===== src/logic/mrat_map.svh =====
// constants for the memory request arbiter and tagger
// assumes a single 100 MHz clock; included by the top module
// Overview of operation
// - central address held relative, absolute adds base
// - window is base to base plus length minus one
// - relative not below length blocks central priority
// - central grant needs request, no hopper, ordering
// - peripheral grant only when nothing higher granted
// - peripheral reads give addresses; exchange auto-advances
// - swap counter steps sixteen locations per exchange
// - entry stage loads six-bit tag with address
// - tag bit five marks stores
// - tag bit four marks exchanges only
// - tag bit three central, operand during exchange
// - tag bits zero to two carry register
// - tags 00,10,11-15,40 peripheral/fetch/read/write
// - tag 50 jump store, 56/57 operand stores
// - exchange tags 60-77 control/addr, operand regs
// - only legal tags decoded, others alias
// - started reference decodes tag to gate data
// - 16 or 32 banks, four per chassis
// - low address bits select bank and chassis
// - idle bank gives accept and go pulse
// - remaining twelve bits select word in bank
// - busy bank blocks cycle, retry every 300 ns
// - entry priority hopper, central, then peripheral
// - hopper grant on third stage full, no accept
`ifndef MRAT_MAP_SVH
`define MRAT_MAP_SVH
`define MRAT_CLK_NS          10
`define MRAT_RETRY_NS        300
`define MRAT_QUEUE_STAGES    3
`define MRAT_STAGE_CYC       (`MRAT_RETRY_NS / (`MRAT_QUEUE_STAGES * `MRAT_CLK_NS))
`define MRAT_SWAP_WORDS      5'h10
`define MRAT_BANK_CYC_DEF    100
`define MRAT_TAG_WRITE       5
`define MRAT_TAG_SWAP        4
`define MRAT_TAG_CENTRAL     3
`define MRAT_TAG_PERIPH_RD   6'h00
`define MRAT_TAG_FETCH       6'h08
`define MRAT_TAG_PERIPH_WR   6'h20
`define MRAT_TAG_JUMP_STORE  6'h28
`define MRAT_TAG_SWAP_BASE   6'h30
`define MRAT_WORD_LSB        5
`define MRAT_WORD_LSB_SMALL  4
`endif


===== src/logic/mrat_pkg.sv =====
// types for the memory request arbiter and tagger
// assumes mrat_map.svh supplies the numeric constants
package mrat_pkg;
    // central reference kinds presented with the relative address
    typedef enum logic [1:0] {
        MRAT_CP_FETCH = 2'h0,
        MRAT_CP_READ  = 2'h1,
        MRAT_CP_WRITE = 2'h2,
        MRAT_CP_JUMP  = 2'h3
    } mrat_cp_kind_e;
    // hopper stage contents
    typedef struct packed {
        logic        full;
        logic [17:0] addr;
        logic [5:0]  tag;
    } mrat_stage_s;
endpackage


===== src/logic/mrat_bank_busy.sv =====
// busy timers for the interleaved banks: one down counter per bank
// assumes go pulses arrive only for idle banks
`timescale 1ns/1ps
module mrat_bank_busy
    import mrat_pkg::*;
#(
    parameter int NBANK = 32,
    parameter int CYC   = 100
)(
    // clock and reset
    input  wire logic             sys_clk,
    input  wire logic             rst_n,
    // start and state
    input  wire logic [NBANK-1:0] go,
    output logic      [NBANK-1:0] busy
);
    genvar b;
    // each bank holds busy for its whole cycle time
    generate
        for (b = 0; b < NBANK; b++)
        begin : g_bank
            logic [7:0] cnt_reg;
            always_ff @(posedge sys_clk)
            begin
                if (!rst_n)
                    cnt_reg <= 8'h00;
                else if (go[b])
                    cnt_reg <= 8'(CYC);
                else if (cnt_reg != 8'h00)
                    cnt_reg <= cnt_reg - 8'h01;
            end
            assign busy[b] = (cnt_reg != 8'h00);
        end
    endgenerate
endmodule // mrat_bank_busy


===== src/logic/mrat_top.sv =====
// memory request arbiter, tagger and bank selector with recirculating queue
// assumes requesters hold requests until taken; peripheral pulses are pins and resynchronised
`timescale 1ns/1ps
`include "mrat_map.svh"
module mrat_top
    import mrat_pkg::*;
#(
    parameter int BANK_CYC = `MRAT_BANK_CYC_DEF,
    parameter bit BIG_MEM  = 1'b1
)(
    // clock and reset
    input  wire logic        sys_clk,
    input  wire logic        rst_n,
    // region window set at exchange time
    input  wire logic        region_load,
    input  wire logic [17:0] region_base_in,
    input  wire logic [17:0] region_length_in,
    // central request
    input  wire logic        cp_req,
    input  wire logic [17:0] cp_rel_addr,
    input  wire logic [1:0]  cp_kind,
    input  wire logic [2:0]  cp_reg,
    // peripheral request pins
    input  wire logic [17:0] peripheral_address_in,
    input  wire logic        pp_read,
    input  wire logic        pp_write,
    input  wire logic        pp_swap,
    // grant and status flags toward the requesters
    output logic             cp_taken,
    output logic             cp_bounds_err,
    output logic             pp_taken,
    output logic             swap_busy,
    // memory side
    output logic             accept,
    output logic [31:0]      bank_go,
    output logic [4:0]       bank_sel,
    output logic [11:0]      word_sel,
    output logic [17:0]      mem_abs_addr,
    output logic [5:0]       gate_tag,
    output logic             gate_write,
    output logic             gate_swap,
    output logic             gate_cpu,
    output logic [2:0]       gate_reg
);
    localparam int NBANK = 32;
    localparam int SCYC  = `MRAT_STAGE_CYC;

    // peripheral pins pass two flops
    logic [2:0]  pp_s1_reg;
    logic [2:0]  pp_s2_reg;
    logic [2:0]  pp_s3_reg;           // edge reference, cleared in reset; a pin held high through reset gives an edge once reset ends
    logic [17:0] ppa_s1_reg;
    logic [17:0] ppa_s2_reg;
    always_ff @(posedge sys_clk)
    begin
        pp_s1_reg  <= {pp_swap, pp_write, pp_read};
        pp_s2_reg  <= pp_s1_reg;
        pp_s3_reg  <= rst_n ? pp_s2_reg : 3'h0;
        ppa_s1_reg <= peripheral_address_in;
        ppa_s2_reg <= ppa_s1_reg;
    end
    // pulse edges form the peripheral request
    wire [2:0] pp_edge = pp_s2_reg & ~pp_s3_reg;

    // registers
    logic [17:0] region_base_reg;
    logic [17:0] region_length_reg;
    logic [17:0] relative_address_hold;
    logic [1:0]  hold_kind_reg;
    logic [2:0]  hold_reg_reg;
    logic        hold_full_reg;
    logic [17:0] pp_addr_reg;
    logic [1:0]  pp_kind_reg;         // 0 read, 1 write, 2 swap
    logic        pp_pend_reg;
    logic [4:0]  swap_address_counter;
    mrat_stage_s queue_entry_stage;
    mrat_stage_s queue_third_stage;
    mrat_stage_s queue_return_stage;
    logic        third_full_dly_reg;  // third stage full seen one step late, in step with the return stage
    logic        entry_acc_reg;       // accept flags ride along with their address
    logic        third_acc_reg;
    logic        return_acc_reg;
    logic [7:0]  stage_cnt_reg;
    logic        step;
    logic [NBANK-1:0] busy;

    // stage enable: three stages share the 300 ns retry round trip evenly;
    // the spacing inside the trip is coarser than a four-register hopper but unseen outside
    assign step = (stage_cnt_reg == 8'(SCYC - 1));

    // writes and central reads waiting in the queue
    // accepted entries still count until they leave; conservative, never out of order
    function automatic logic is_wr(input mrat_stage_s s);
        is_wr = s.full & s.tag[`MRAT_TAG_WRITE];
    endfunction
    function automatic logic is_cprd(input mrat_stage_s s);
        is_cprd = s.full & s.tag[`MRAT_TAG_CENTRAL] & ~s.tag[`MRAT_TAG_WRITE]
                  & ~s.tag[`MRAT_TAG_SWAP];
    endfunction
    wire wr_in_q   = is_wr(queue_entry_stage) | is_wr(queue_third_stage)
                     | is_wr(queue_return_stage);
    wire cprd_in_q = is_cprd(queue_entry_stage) | is_cprd(queue_third_stage)
                     | is_cprd(queue_return_stage);

    // priority network
    wire cp_is_wr   = hold_kind_reg[1];
    wire in_bounds  = relative_address_hold < region_length_reg;
    wire order_ok   = cp_is_wr ? ~cprd_in_q : ~wr_in_q;
    wire hop_grant  = third_full_dly_reg & ~return_acc_reg;
    wire cp_grant   = step & hold_full_reg & ~hop_grant & in_bounds & order_ok;
    wire pp_grant   = step & pp_pend_reg & ~hop_grant & ~cp_grant;
    wire cp_bad     = hold_full_reg & ~in_bounds;
    wire swap_last  = (swap_address_counter == 5'(`MRAT_SWAP_WORDS - 1));

    // tag builder for central references
    wire [5:0] cp_tag =
        (hold_kind_reg == MRAT_CP_FETCH) ? `MRAT_TAG_FETCH :
        (hold_kind_reg == MRAT_CP_READ)  ? {3'h1, hold_reg_reg} :
        (hold_kind_reg == MRAT_CP_JUMP)  ? `MRAT_TAG_JUMP_STORE :
                                           {3'h5, hold_reg_reg};
    // peripheral and swap tags; swap word n pairs control/address regs then operands
    wire [5:0] pp_tag =
        (pp_kind_reg == 2'h0) ? `MRAT_TAG_PERIPH_RD :
        (pp_kind_reg == 2'h1) ? `MRAT_TAG_PERIPH_WR :
        (`MRAT_TAG_SWAP_BASE | {2'h0, swap_address_counter[3:0]});
    wire [17:0] cp_abs = region_base_reg + relative_address_hold;
    wire [17:0] pp_abs = pp_addr_reg + {13'h0, swap_address_counter};

    // new entry stage contents, hopper first
    mrat_stage_s entry_next;
    assign entry_next =
        hop_grant ? queue_return_stage :
        cp_grant  ? '{full: 1'b1, addr: cp_abs, tag: cp_tag} :
        pp_grant  ? '{full: 1'b1, addr: pp_abs, tag: pp_tag} :
                    '{full: 1'b0, addr: 18'h0, tag: 6'h0};

    // bank decode on the entry stage
    wire [4:0] bsel  = BIG_MEM ? queue_entry_stage.addr[4:0]
                               : {1'b0, queue_entry_stage.addr[3:0]};
    // the address goes to the banks once per pass, in the first cycle after entry;
    // a busy bank is not waited on here, the address comes back after a round trip
    wire       issue = (stage_cnt_reg == 8'h00);
    wire       hit   = issue & queue_entry_stage.full & ~entry_acc_reg
                       & ~busy[bsel];
    // word inside the bank: the bits above the bank select, 17-bit or 16-bit address
    wire [11:0] wsel = BIG_MEM ? queue_entry_stage.addr[`MRAT_WORD_LSB +: 12]
                               : queue_entry_stage.addr[`MRAT_WORD_LSB_SMALL +: 12];
    wire [NBANK-1:0] go_vec = hit ? (32'h1 << bsel) : 32'h0;

    // stage timer and window registers
    // the window is expected to change only between programs; no guard against a live load
    always_ff @(posedge sys_clk)
    begin
        if (!rst_n)
        begin
            stage_cnt_reg     <= 8'h00;
            region_base_reg   <= 18'h0;
            region_length_reg <= 18'h0;
        end
        else
        begin
            stage_cnt_reg <= step ? 8'h00 : stage_cnt_reg + 8'h01;
            if (region_load)
            begin
                region_base_reg   <= region_base_in;
                region_length_reg <= region_length_in;
            end
        end
    end

    // central holding register, only taken when empty
    // a request seen while the holder is full is not latched; the source keeps it up
    always_ff @(posedge sys_clk)
    begin
        if (!rst_n)
            hold_full_reg <= 1'b0;
        else if (cp_grant)
            hold_full_reg <= 1'b0;
        else if (cp_req & ~hold_full_reg)
            hold_full_reg <= 1'b1;
        if (cp_req & ~hold_full_reg)
        begin
            relative_address_hold <= cp_rel_addr;
            hold_kind_reg         <= cp_kind;
            hold_reg_reg          <= cp_reg;
        end
    end

    // peripheral request and swap address counter
    always_ff @(posedge sys_clk)
    begin
        if (!rst_n)
        begin
            pp_pend_reg          <= 1'b0;
            pp_kind_reg          <= 2'h0;
            swap_address_counter <= 5'h00;
            pp_addr_reg          <= 18'h0;
        end
        else if (pp_grant)
        begin
            if (pp_kind_reg == 2'h2 && !swap_last)
                swap_address_counter <= swap_address_counter + 5'h01;
            else
            begin
                pp_pend_reg          <= 1'b0;
                swap_address_counter <= 5'h00;
            end
        end
        else if (!pp_pend_reg && pp_edge != 3'h0)
        begin
            pp_pend_reg <= 1'b1;
            pp_addr_reg <= ppa_s2_reg;
            pp_kind_reg <= pp_edge[2] ? 2'h2 : (pp_edge[1] ? 2'h1 : 2'h0);
        end
    end

    // recirculating queue: entry -> third -> return -> entry on retry
    // accept flags travel with their stage, or an accepted word would come back
    always_ff @(posedge sys_clk)
    begin
        if (!rst_n)
        begin
            queue_entry_stage  <= '0;
            queue_third_stage  <= '0;
            queue_return_stage <= '0;
            entry_acc_reg      <= 1'b0;
            third_acc_reg      <= 1'b0;
            return_acc_reg     <= 1'b0;
            third_full_dly_reg <= 1'b0;
        end
        else if (step)
        begin
            queue_entry_stage  <= entry_next;
            queue_third_stage  <= queue_entry_stage;
            queue_return_stage <= queue_third_stage;
            entry_acc_reg      <= 1'b0;
            third_acc_reg      <= entry_acc_reg | hit;
            return_acc_reg     <= third_acc_reg;
            third_full_dly_reg <= queue_third_stage.full;
        end
        else if (hit)
            entry_acc_reg <= 1'b1;
    end

    // memory side outputs: accept, go and the address split
    always_ff @(posedge sys_clk)
    begin
        if (!rst_n)
        begin
            accept       <= 1'b0;
            bank_go      <= 32'h0;
            bank_sel     <= 5'h0;
            word_sel     <= 12'h0;
            mem_abs_addr <= 18'h0;
        end
        else
        begin
            accept       <= hit;
            bank_go      <= go_vec;
            bank_sel     <= bsel;
            word_sel     <= wsel;
            mem_abs_addr <= queue_entry_stage.addr;
        end
    end

    // decoded gating; only an accepted reference may move data, so all is qualified by hit
    always_ff @(posedge sys_clk)
    begin
        if (!rst_n)
        begin
            gate_tag   <= 6'h0;
            gate_write <= 1'b0;
            gate_swap  <= 1'b0;
            gate_cpu   <= 1'b0;
            gate_reg   <= 3'h0;
        end
        else
        begin
            gate_tag   <= hit ? queue_entry_stage.tag : 6'h0;
            gate_write <= hit & queue_entry_stage.tag[`MRAT_TAG_WRITE];
            gate_swap  <= hit & queue_entry_stage.tag[`MRAT_TAG_SWAP];
            gate_cpu   <= hit & queue_entry_stage.tag[`MRAT_TAG_CENTRAL];
            gate_reg   <= hit ? queue_entry_stage.tag[2:0] : 3'h0;
        end
    end

    // grant and status flags toward the requesters
    always_ff @(posedge sys_clk)
    begin
        if (!rst_n)
        begin
            cp_taken      <= 1'b0;
            pp_taken      <= 1'b0;
            cp_bounds_err <= 1'b0;
            swap_busy     <= 1'b0;
        end
        else
        begin
            cp_taken      <= cp_grant;
            pp_taken      <= pp_grant;
            cp_bounds_err <= cp_bad;
            swap_busy     <= pp_pend_reg & (pp_kind_reg == 2'h2);
        end
    end

    // bank busy timers
    mrat_bank_busy #(.NBANK(NBANK), .CYC(BANK_CYC)) u_busy (
        .sys_clk (sys_clk),
        .rst_n   (rst_n),
        .go      (go_vec),
        .busy    (busy)
    );
endmodule // mrat_top


===== config.mk =====
export PLATFORM = sky130hd
export DESIGN_NAME = mrat_top
export DESIGN_NICKNAME = d
export VERILOG_FILES = /design/src/logic/mrat_pkg.sv /design/src/logic/mrat_bank_busy.sv /design/src/logic/mrat_top.sv
export VERILOG_INCLUDE_DIRS = /design/src /design/src/logic
export SDC_FILE = /design/constraint.sdc
export NUM_CORES = 1
export LEC_CHECK = 0
export BUFFER_PORTS_ARGS = -buffer_cell sky130_fd_sc_hd__buf_2
export CORE_MARGIN = 2
export CORE_UTILIZATION = 60
export CTS_CLUSTER_DIAMETER = 200
export CTS_CLUSTER_SIZE = 16
export DETAILED_ROUTE_END_ITERATION = 10
export HOLD_SLACK_MARGIN = 0.05
export PLACE_DENSITY = 0.76
export SLEW_MARGIN = 20
export SYNTH_ARGS = -nofsm -noshare
export SYNTH_HDL_FRONTEND = slang
export SYNTH_SLANG_ARGS = --single-unit

===== constraint.sdc =====
create_clock -name sys_clk -period 3.25 [get_ports sys_clk]
set_input_delay 0.1625 -clock sys_clk [delete_from_list [all_inputs] [get_ports sys_clk]]
set_output_delay 0.1625 -clock sys_clk [all_outputs]
set_load 0.01 [all_outputs]

==> impl_metrics.toml, run 1 <==
[status]
status = "completed"

[power_and_ir_drop]
p_per_area_mw_per_mm2 = 790
p_leak_nw = 11.2
ir_drop_v = 0.000488

[synth]
synthCells = 2691
synth_edf_count = 23
ys_seq_area_frac = 0.467
synth_top_family_by_area = "simple AND/OR/NAND/NOR gates"
synth_compound_area_frac = 0.127
synth.area.mux_share = 0.0468
synth_area_per_cell_um2 = 8.74
synth_ff_type = "dfxtp_1"
syn-num-nets = 2853
synth-xor-area-share = 0.0376
yosys.area_share.simple = 0.237
synthArstFlopShare = 0
yosys_register_bits = 537
synth.distinct_cells = 76
yosys_warnings = 0
synthAdderAreaFrac = 0.0422
synth_area_mm2 = 0.0235

[global_route]
antenna_found_initial = 0
grt-ovfl-total = 0
grt_pass1_vias = 19000
grt_usage = 0.279
grt_max_degree = 85
grt_first_pass_wirelength_mm = 93.5

[route]
drc = 0
routed-via-count = 19800
finalWirelength_mm = 57.9
wl_per_cell_um = 16.9
drt-initial-drc-count = 1454
postRouteAntennaNets = 0
via_per_inst = 5.76
dr.pass1.iters = 6

[placed_design]
post-dp-hpwl_mm = 39.3
placed_area_mm2 = 0.0249
io_buffers = 167
gp_congestion = 0.893

[worst_setup_path]
cpPeakStageDelay_ns = 0.54
path_max_fanout = 9
cp_num_buf_inv = 1
cp_top_family = "simple AND/OR/NAND/NOR gates"
slowest_stage = "or4b_1"
critPathKind = "flip-flop to flip-flop"
setup.worst_path.start_class = "flip-flop"
crit_required_ns = 3.74
worstSetupEndpointType = "flip-flop"
worstPathArrival_ns = 3.42
worstPathCellList = "inv_1, ha_1, or4b_1, nor2_2, a22oi_1, o21a_1, a311o_1, or2_1, o21ai_0"

[job]
max_cap_violations = 0

[timing]
min_period_ns = 2.93
finalSetupTns_ns = 0
max_slew.worst_pin.slew_ns = 1.08
hold_viol = 0
rsz0062_at_grt = "no"
drv_slew = 0
skew_ns = 0.0197
setup_violations = 0
min_period_over_period = 0.900
whs_ns = 0.108
timing.slew.headroom = 0.277
timing.fmax_ghz = 0.342

[floorplan]
initial_core_util = 0.608
die_w_um = 202
coreArea_mm2 = 0.0386
core.rowCount = 72
ioPinCount = 168
dieHeight_um = 202
die_area_mm2 = 0.0408

[clock_network]
cts.htree.levels = 2
cts_tree = "yes"
clk_pin_slew_ns = 0.07
cts_sinks = 537
cts_setup_buffers = 0
cts_buffer_depth = 3
insertion_delay_ns = 0.59
cts_resized = 0
clockRootBuffer = "clkbuf_16"
numCtsBuffers = 39

[final_layout]
design_area_mm2 = 0.0267
largest_reg_flops = 256
num_antenna_cells = 0
area_growth_syn_to_layout_pct = 13.7
n_fill_cell = 3054
layout_commonest_cell = "dfxtp_1"
drive_above_1_share = 0.108
final_cell_mix = "dfxtp_1, nor2_1, nand2_1, nor3_1, a21oi_1"
nets = 3070

[worst_hold_path]
min_path_type = "input pin to flip-flop"
## routing by layer
metal	wire length, µm	track usage
met3	3160	0.0398
met5	0	0
met1	23900	0.337
met2	28300	0.491
met4	2600	0.132
## synthesized netlist by cell type (48+ instances only)
cell type / n / share of area
clkbuf_1: 87 / 0.014
xnor2_1: 76 / 0.028
a21oi_1: 189 / 0.040
ha_1: 76 / 0.040
nand3_1: 50 / 0.011
dfxtp_1: 514 / 0.44
nand2_1: 255 / 0.041
inv_1: 115 / 0.018
nor3_1: 201 / 0.043
nor2_1: 313 / 0.050
nor2b_1: 48 / 0.013
mux2i_1: 93 / 0.040
o21ai_0: 113 / 0.024
## worst register-to-register path: stages, from the launching register on
cell     delay, ns
dfxtp_1       0.34
inv_1         0.10
ha_1          0.22
or4b_1        0.54
nor2_2        0.35
a22oi_1       0.12
o21a_1        0.21
a311o_1       0.53
or2_1         0.32
o21ai_0       0.10
## stage by stage
step / cells / utilization / worst slack, ns / power, mW
floorplan: 2691 / - / 0.663 / 15.0
global placement: 3304 / 0.644 / 0.478 / 16.2
detailed placement: 3304 / 0.644 / 0.387 / 16.5
CTS: 3433 / 0.692 / 0.349 / 21.2
global route: 3433 / 0.692 / 0.0452 / 22.7
finish: 3433 / 0.692 / 0.323 / 21.1
## area by class of cell
type,instances,area (µm²),area share
well taps,518,648,0.0242
repair buffers,301,2060,0.0770
clock buffers,44,995,0.0372
flip-flops and latches,537,11000,0.411
multi-input cells,1913,11600,0.432
clock inverters,4,57.6,0.00215
inverters,116,440,0.0165
## final timing paths
path / slack [ns] / start / depth (start not counted) / to
min: 0.11 / rst_n / 3 / u_busy.g_bank[4].cnt_reg[6]
min reg2reg: 0.32 / ppa_s1_reg[8] / 0 / ppa_s2_reg[8]
max: 0.32 / u_busy.g_bank[29].cnt_reg[0] / 9 / u_busy.g_bank[26].cnt_reg[6]
max reg2reg: 0.32 / u_busy.g_bank[29].cnt_reg[0] / 9 / u_busy.g_bank[26].cnt_reg[6]
## logic make-up (layout without fill, tap and decap cells)
kind of cell / after synthesis / after routing
flip-flops: 537 / 537
XOR/XNOR: 101 / 101
AO/OA/AOI/OAI: 501 / 501
multiplexers: 105 / 105
adder cells (fa/ha/maj): 78 / 78
buffers and inverters: 241 / 465
AND/OR/NAND/NOR: 1128 / 1128
## power by group
part | switching, mW | internal, mW
Combinational | 4.19 | 3.56
Clock | 2.31 | 2.19
Sequential | 1.07 | 7.81
Total | 7.57 | 13.6
## repair_timing
| item | in CTS | in global routing |
|---|---|---|
| hold buffers | 81 | 0 |
| setup endpoints to repair | 0 | 0 |
| endpoints found under the hold margin | 81 | 0 |
No activity file was read; power rests on OpenSTA's default activity.
==> run 2: changes to the inputs <==
--- a/config.mk
+++ b/config.mk
@@ -8,12 +8,12 @@
 export LEC_CHECK = 0
 export BUFFER_PORTS_ARGS = -buffer_cell sky130_fd_sc_hd__buf_2
 export CORE_MARGIN = 2
-export CORE_UTILIZATION = 60
+export CORE_UTILIZATION = 65
 export CTS_CLUSTER_DIAMETER = 200
 export CTS_CLUSTER_SIZE = 16
 export DETAILED_ROUTE_END_ITERATION = 10
 export HOLD_SLACK_MARGIN = 0.05
-export PLACE_DENSITY = 0.76
+export PLACE_DENSITY = 0.82
 export SLEW_MARGIN = 20
 export SYNTH_ARGS = -nofsm -noshare
 export SYNTH_HDL_FRONTEND = slang
==> constraint.sdc (replaced) <==
create_clock -name sys_clk -period 3.5 [get_ports sys_clk]
set_input_delay 0.175 -clock sys_clk [delete_from_list [all_inputs] [get_ports sys_clk]]
set_output_delay 0.175 -clock sys_clk [all_outputs]
set_load 0.01 [all_outputs]
==> run 2 against run 1 <==
  * Power shrank 6.7%
  * Wire length is 4.7% higher
  * Sequential power down 7.1%
  * Final cell count decreased by 1.8%
  * Sequential share of layout area increased by 0.15 points
  * Sequential cell count unchanged
  * Global-route usage is 3.3 points higher
  * Die area shrank 7.5%
  * First-iteration DRC count increased by 14%
  * Clock power decreased by 6.7%
  * Cell area shrank 0.37%
  * Clock skew rose by 0.00057 ns
  * Critical path type unchanged
  * Largest cell class unchanged
==> impl_metrics.toml, run 2 (synthesized netlist as in run 1, its figures left out) <==
[final_layout]
layout_commonest_cell = "dfxtp_1"
largest_reg_flops = 256
multiInputGateArea_mm2 = 0.0116
n_fill_cell = 2524
design_area_mm2 = 0.0266
drive_above_1_share = 0.106
regArea_mm2 = 0.0110
final_cell_mix = "dfxtp_1, nor2_1, nand2_1, nor3_1, a21oi_1"
area_growth_syn_to_layout_pct = 13.3
nets = 3065

[clock_network]
insertion_delay_ns = 0.57
cts_setup_buffers = 0
cts_tree = "yes"
cts_resized = 0
numCtsBuffers = 39
clk_pin_slew_ns = 0.07
cts_buffer_depth = 3
clockRootBuffer = "clkbuf_16"
cts.htree.levels = 2
cts_sinks = 537

[route]
routed-via-count = 20400
drt-initial-drc-count = 1653
via_per_inst = 6.05
wl_per_cell_um = 18.0
finalWirelength_mm = 60.6
postRouteAntennaNets = 0
dr.pass1.iters = 7
drc = 0

[global_route]
grt_max_degree = 117
antenna_found_initial = 1
grt_first_pass_wirelength_mm = 97.7
grt_pass1_vias = 20100
grt_usage = 0.312
grt-ovfl-total = 0

[placed_design]
gp_congestion = 0.910
post-dp-hpwl_mm = 39.2
placed_area_mm2 = 0.0248
io_buffers = 167

[worst_setup_path]
setup.worst_path.start_class = "flip-flop"
critPathKind = "flip-flop to flip-flop"
crit_required_ns = 3.93
cp_top_family = "simple AND/OR/NAND/NOR gates"
slowest_stage = "nand4b_1"
cpPeakStageDelay_ns = 0.53
path_max_fanout = 9
worstPathCellList = "inv_1, ha_1, or3b_1, nor3b_2, o32ai_1, a31oi_4, nand4b_1, o21ai_0, nor2_1"
worstPathArrival_ns = 3.77
r2r_setup_slack_ns = 0.16
worstSetupEndpointType = "flip-flop"
cp_num_buf_inv = 1

[floorplan]
ioPinCount = 168
die_w_um = 194
coreArea_mm2 = 0.0356
core.rowCount = 69
initial_core_util = 0.661
die_area_mm2 = 0.0377
dieHeight_um = 194

[timing]
skew_ns = 0.0202
timing.slew.headroom = 0.282
finalSetupTns_ns = 0
hold_viol = 0
timing.fmax_ghz = 0.299
min_period_over_period = 0.955
setup_violations = 0
rsz0062_at_grt = "no"
drv_slew = 0
max_slew.worst_pin.slew_ns = 1.08
min_period_ns = 3.34
whs_ns = 0.245

[job]
max_cap_violations = 0

[worst_hold_path]
min_path_type = "input pin to flip-flop"

[power_and_ir_drop]
p_leak_nw = 11.1
p_per_area_mw_per_mm2 = 740
ir_drop_v = 0.000672

[status]
status = "completed"
-- run 2: cell types whose count changed in the layout (fill, tap and decap cells not counted), sizes merged --
cell / change
dlygate4sd3: +1
clkbuf: +1
diode: +1
clkinv: +1
buf: -6
inv: -2
-- run 2: power breakdown --
part | switching, mW | leakage, nW | total, mW | internal [mW]
registers | 0.999 | 4.44 | 8.25 | 7.25
clock network | 2.13 | 0.515 | 4.20 | 2.07
logic | 3.99 | 6.19 | 7.27 | 3.29
-- run 2: final timing paths --
check                                                  start                     endpoint  cells past startpoint
worst max-delay path            u_busy.g_bank[15].cnt_reg[0]  u_busy.g_bank[6].cnt_reg[0]                      9
worst min-delay path                peripheral_address_in[8]                ppa_s1_reg[8]                      2
worst max register to register  u_busy.g_bank[15].cnt_reg[0]  u_busy.g_bank[6].cnt_reg[0]                      9
worst min register to register                 ppa_s1_reg[1]                ppa_s2_reg[1]                      0
-- run 2: layout make-up --
| cell class | instances | area share |
|---|---|---|
| Antenna cell | 1 | 0.0000939 |
| Clock buffer | 45 | 0.0383 |
| Clock inverter | 3 | 0.00127 |
| Inverter | 116 | 0.0165 |
| Multi-Input combinational cell | 1913 | 0.434 |
| Sequential cell | 537 | 0.412 |
| Tap cell | 461 | 0.0217 |
| Timing Repair Buffer | 296 | 0.0760 |
-- run 2: routing by layer --
layer / GRT usage / wire (µm) / vias to the layer above
li1: - / - / 9740
met1: 0.362 / 23700 / 9615
met2: 0.560 / 29800 / 827
met3: 0.0447 / 3810 / 219
met4: 0.160 / 3230 / 2
met5: 0 / 11 / -
-- run 2: worst register-to-register path: stages, from the launching register on --
cell and delay, ns:
dfxtp_1 0.33, inv_1 0.09, ha_1 0.18, or3b_1 0.44
nor3b_2 0.46, o32ai_1 0.29, a31oi_4 0.31, nand4b_1 0.53
o21ai_0 0.49, nor2_1 0.11
-- run 2: timing repair --
action	CTS	global route
endpoints found under the setup margin	0	0
endpoints found under the hold margin	88	0
hold buffers	82	0
-- run 2: per-stage QoR --
step                      utilization  power [mW]  worst slack [ns]  instances
after floorplan                     -        13.9             0.913       2691
after CTS                       0.749        19.7             0.166       3371
final                           0.749        19.7             0.156       3372
after detailed placement        0.696        15.4             0.250       3241
after global routing            0.749        21.1            0.0587       3371
after global placement          0.696        15.0             0.321       3241
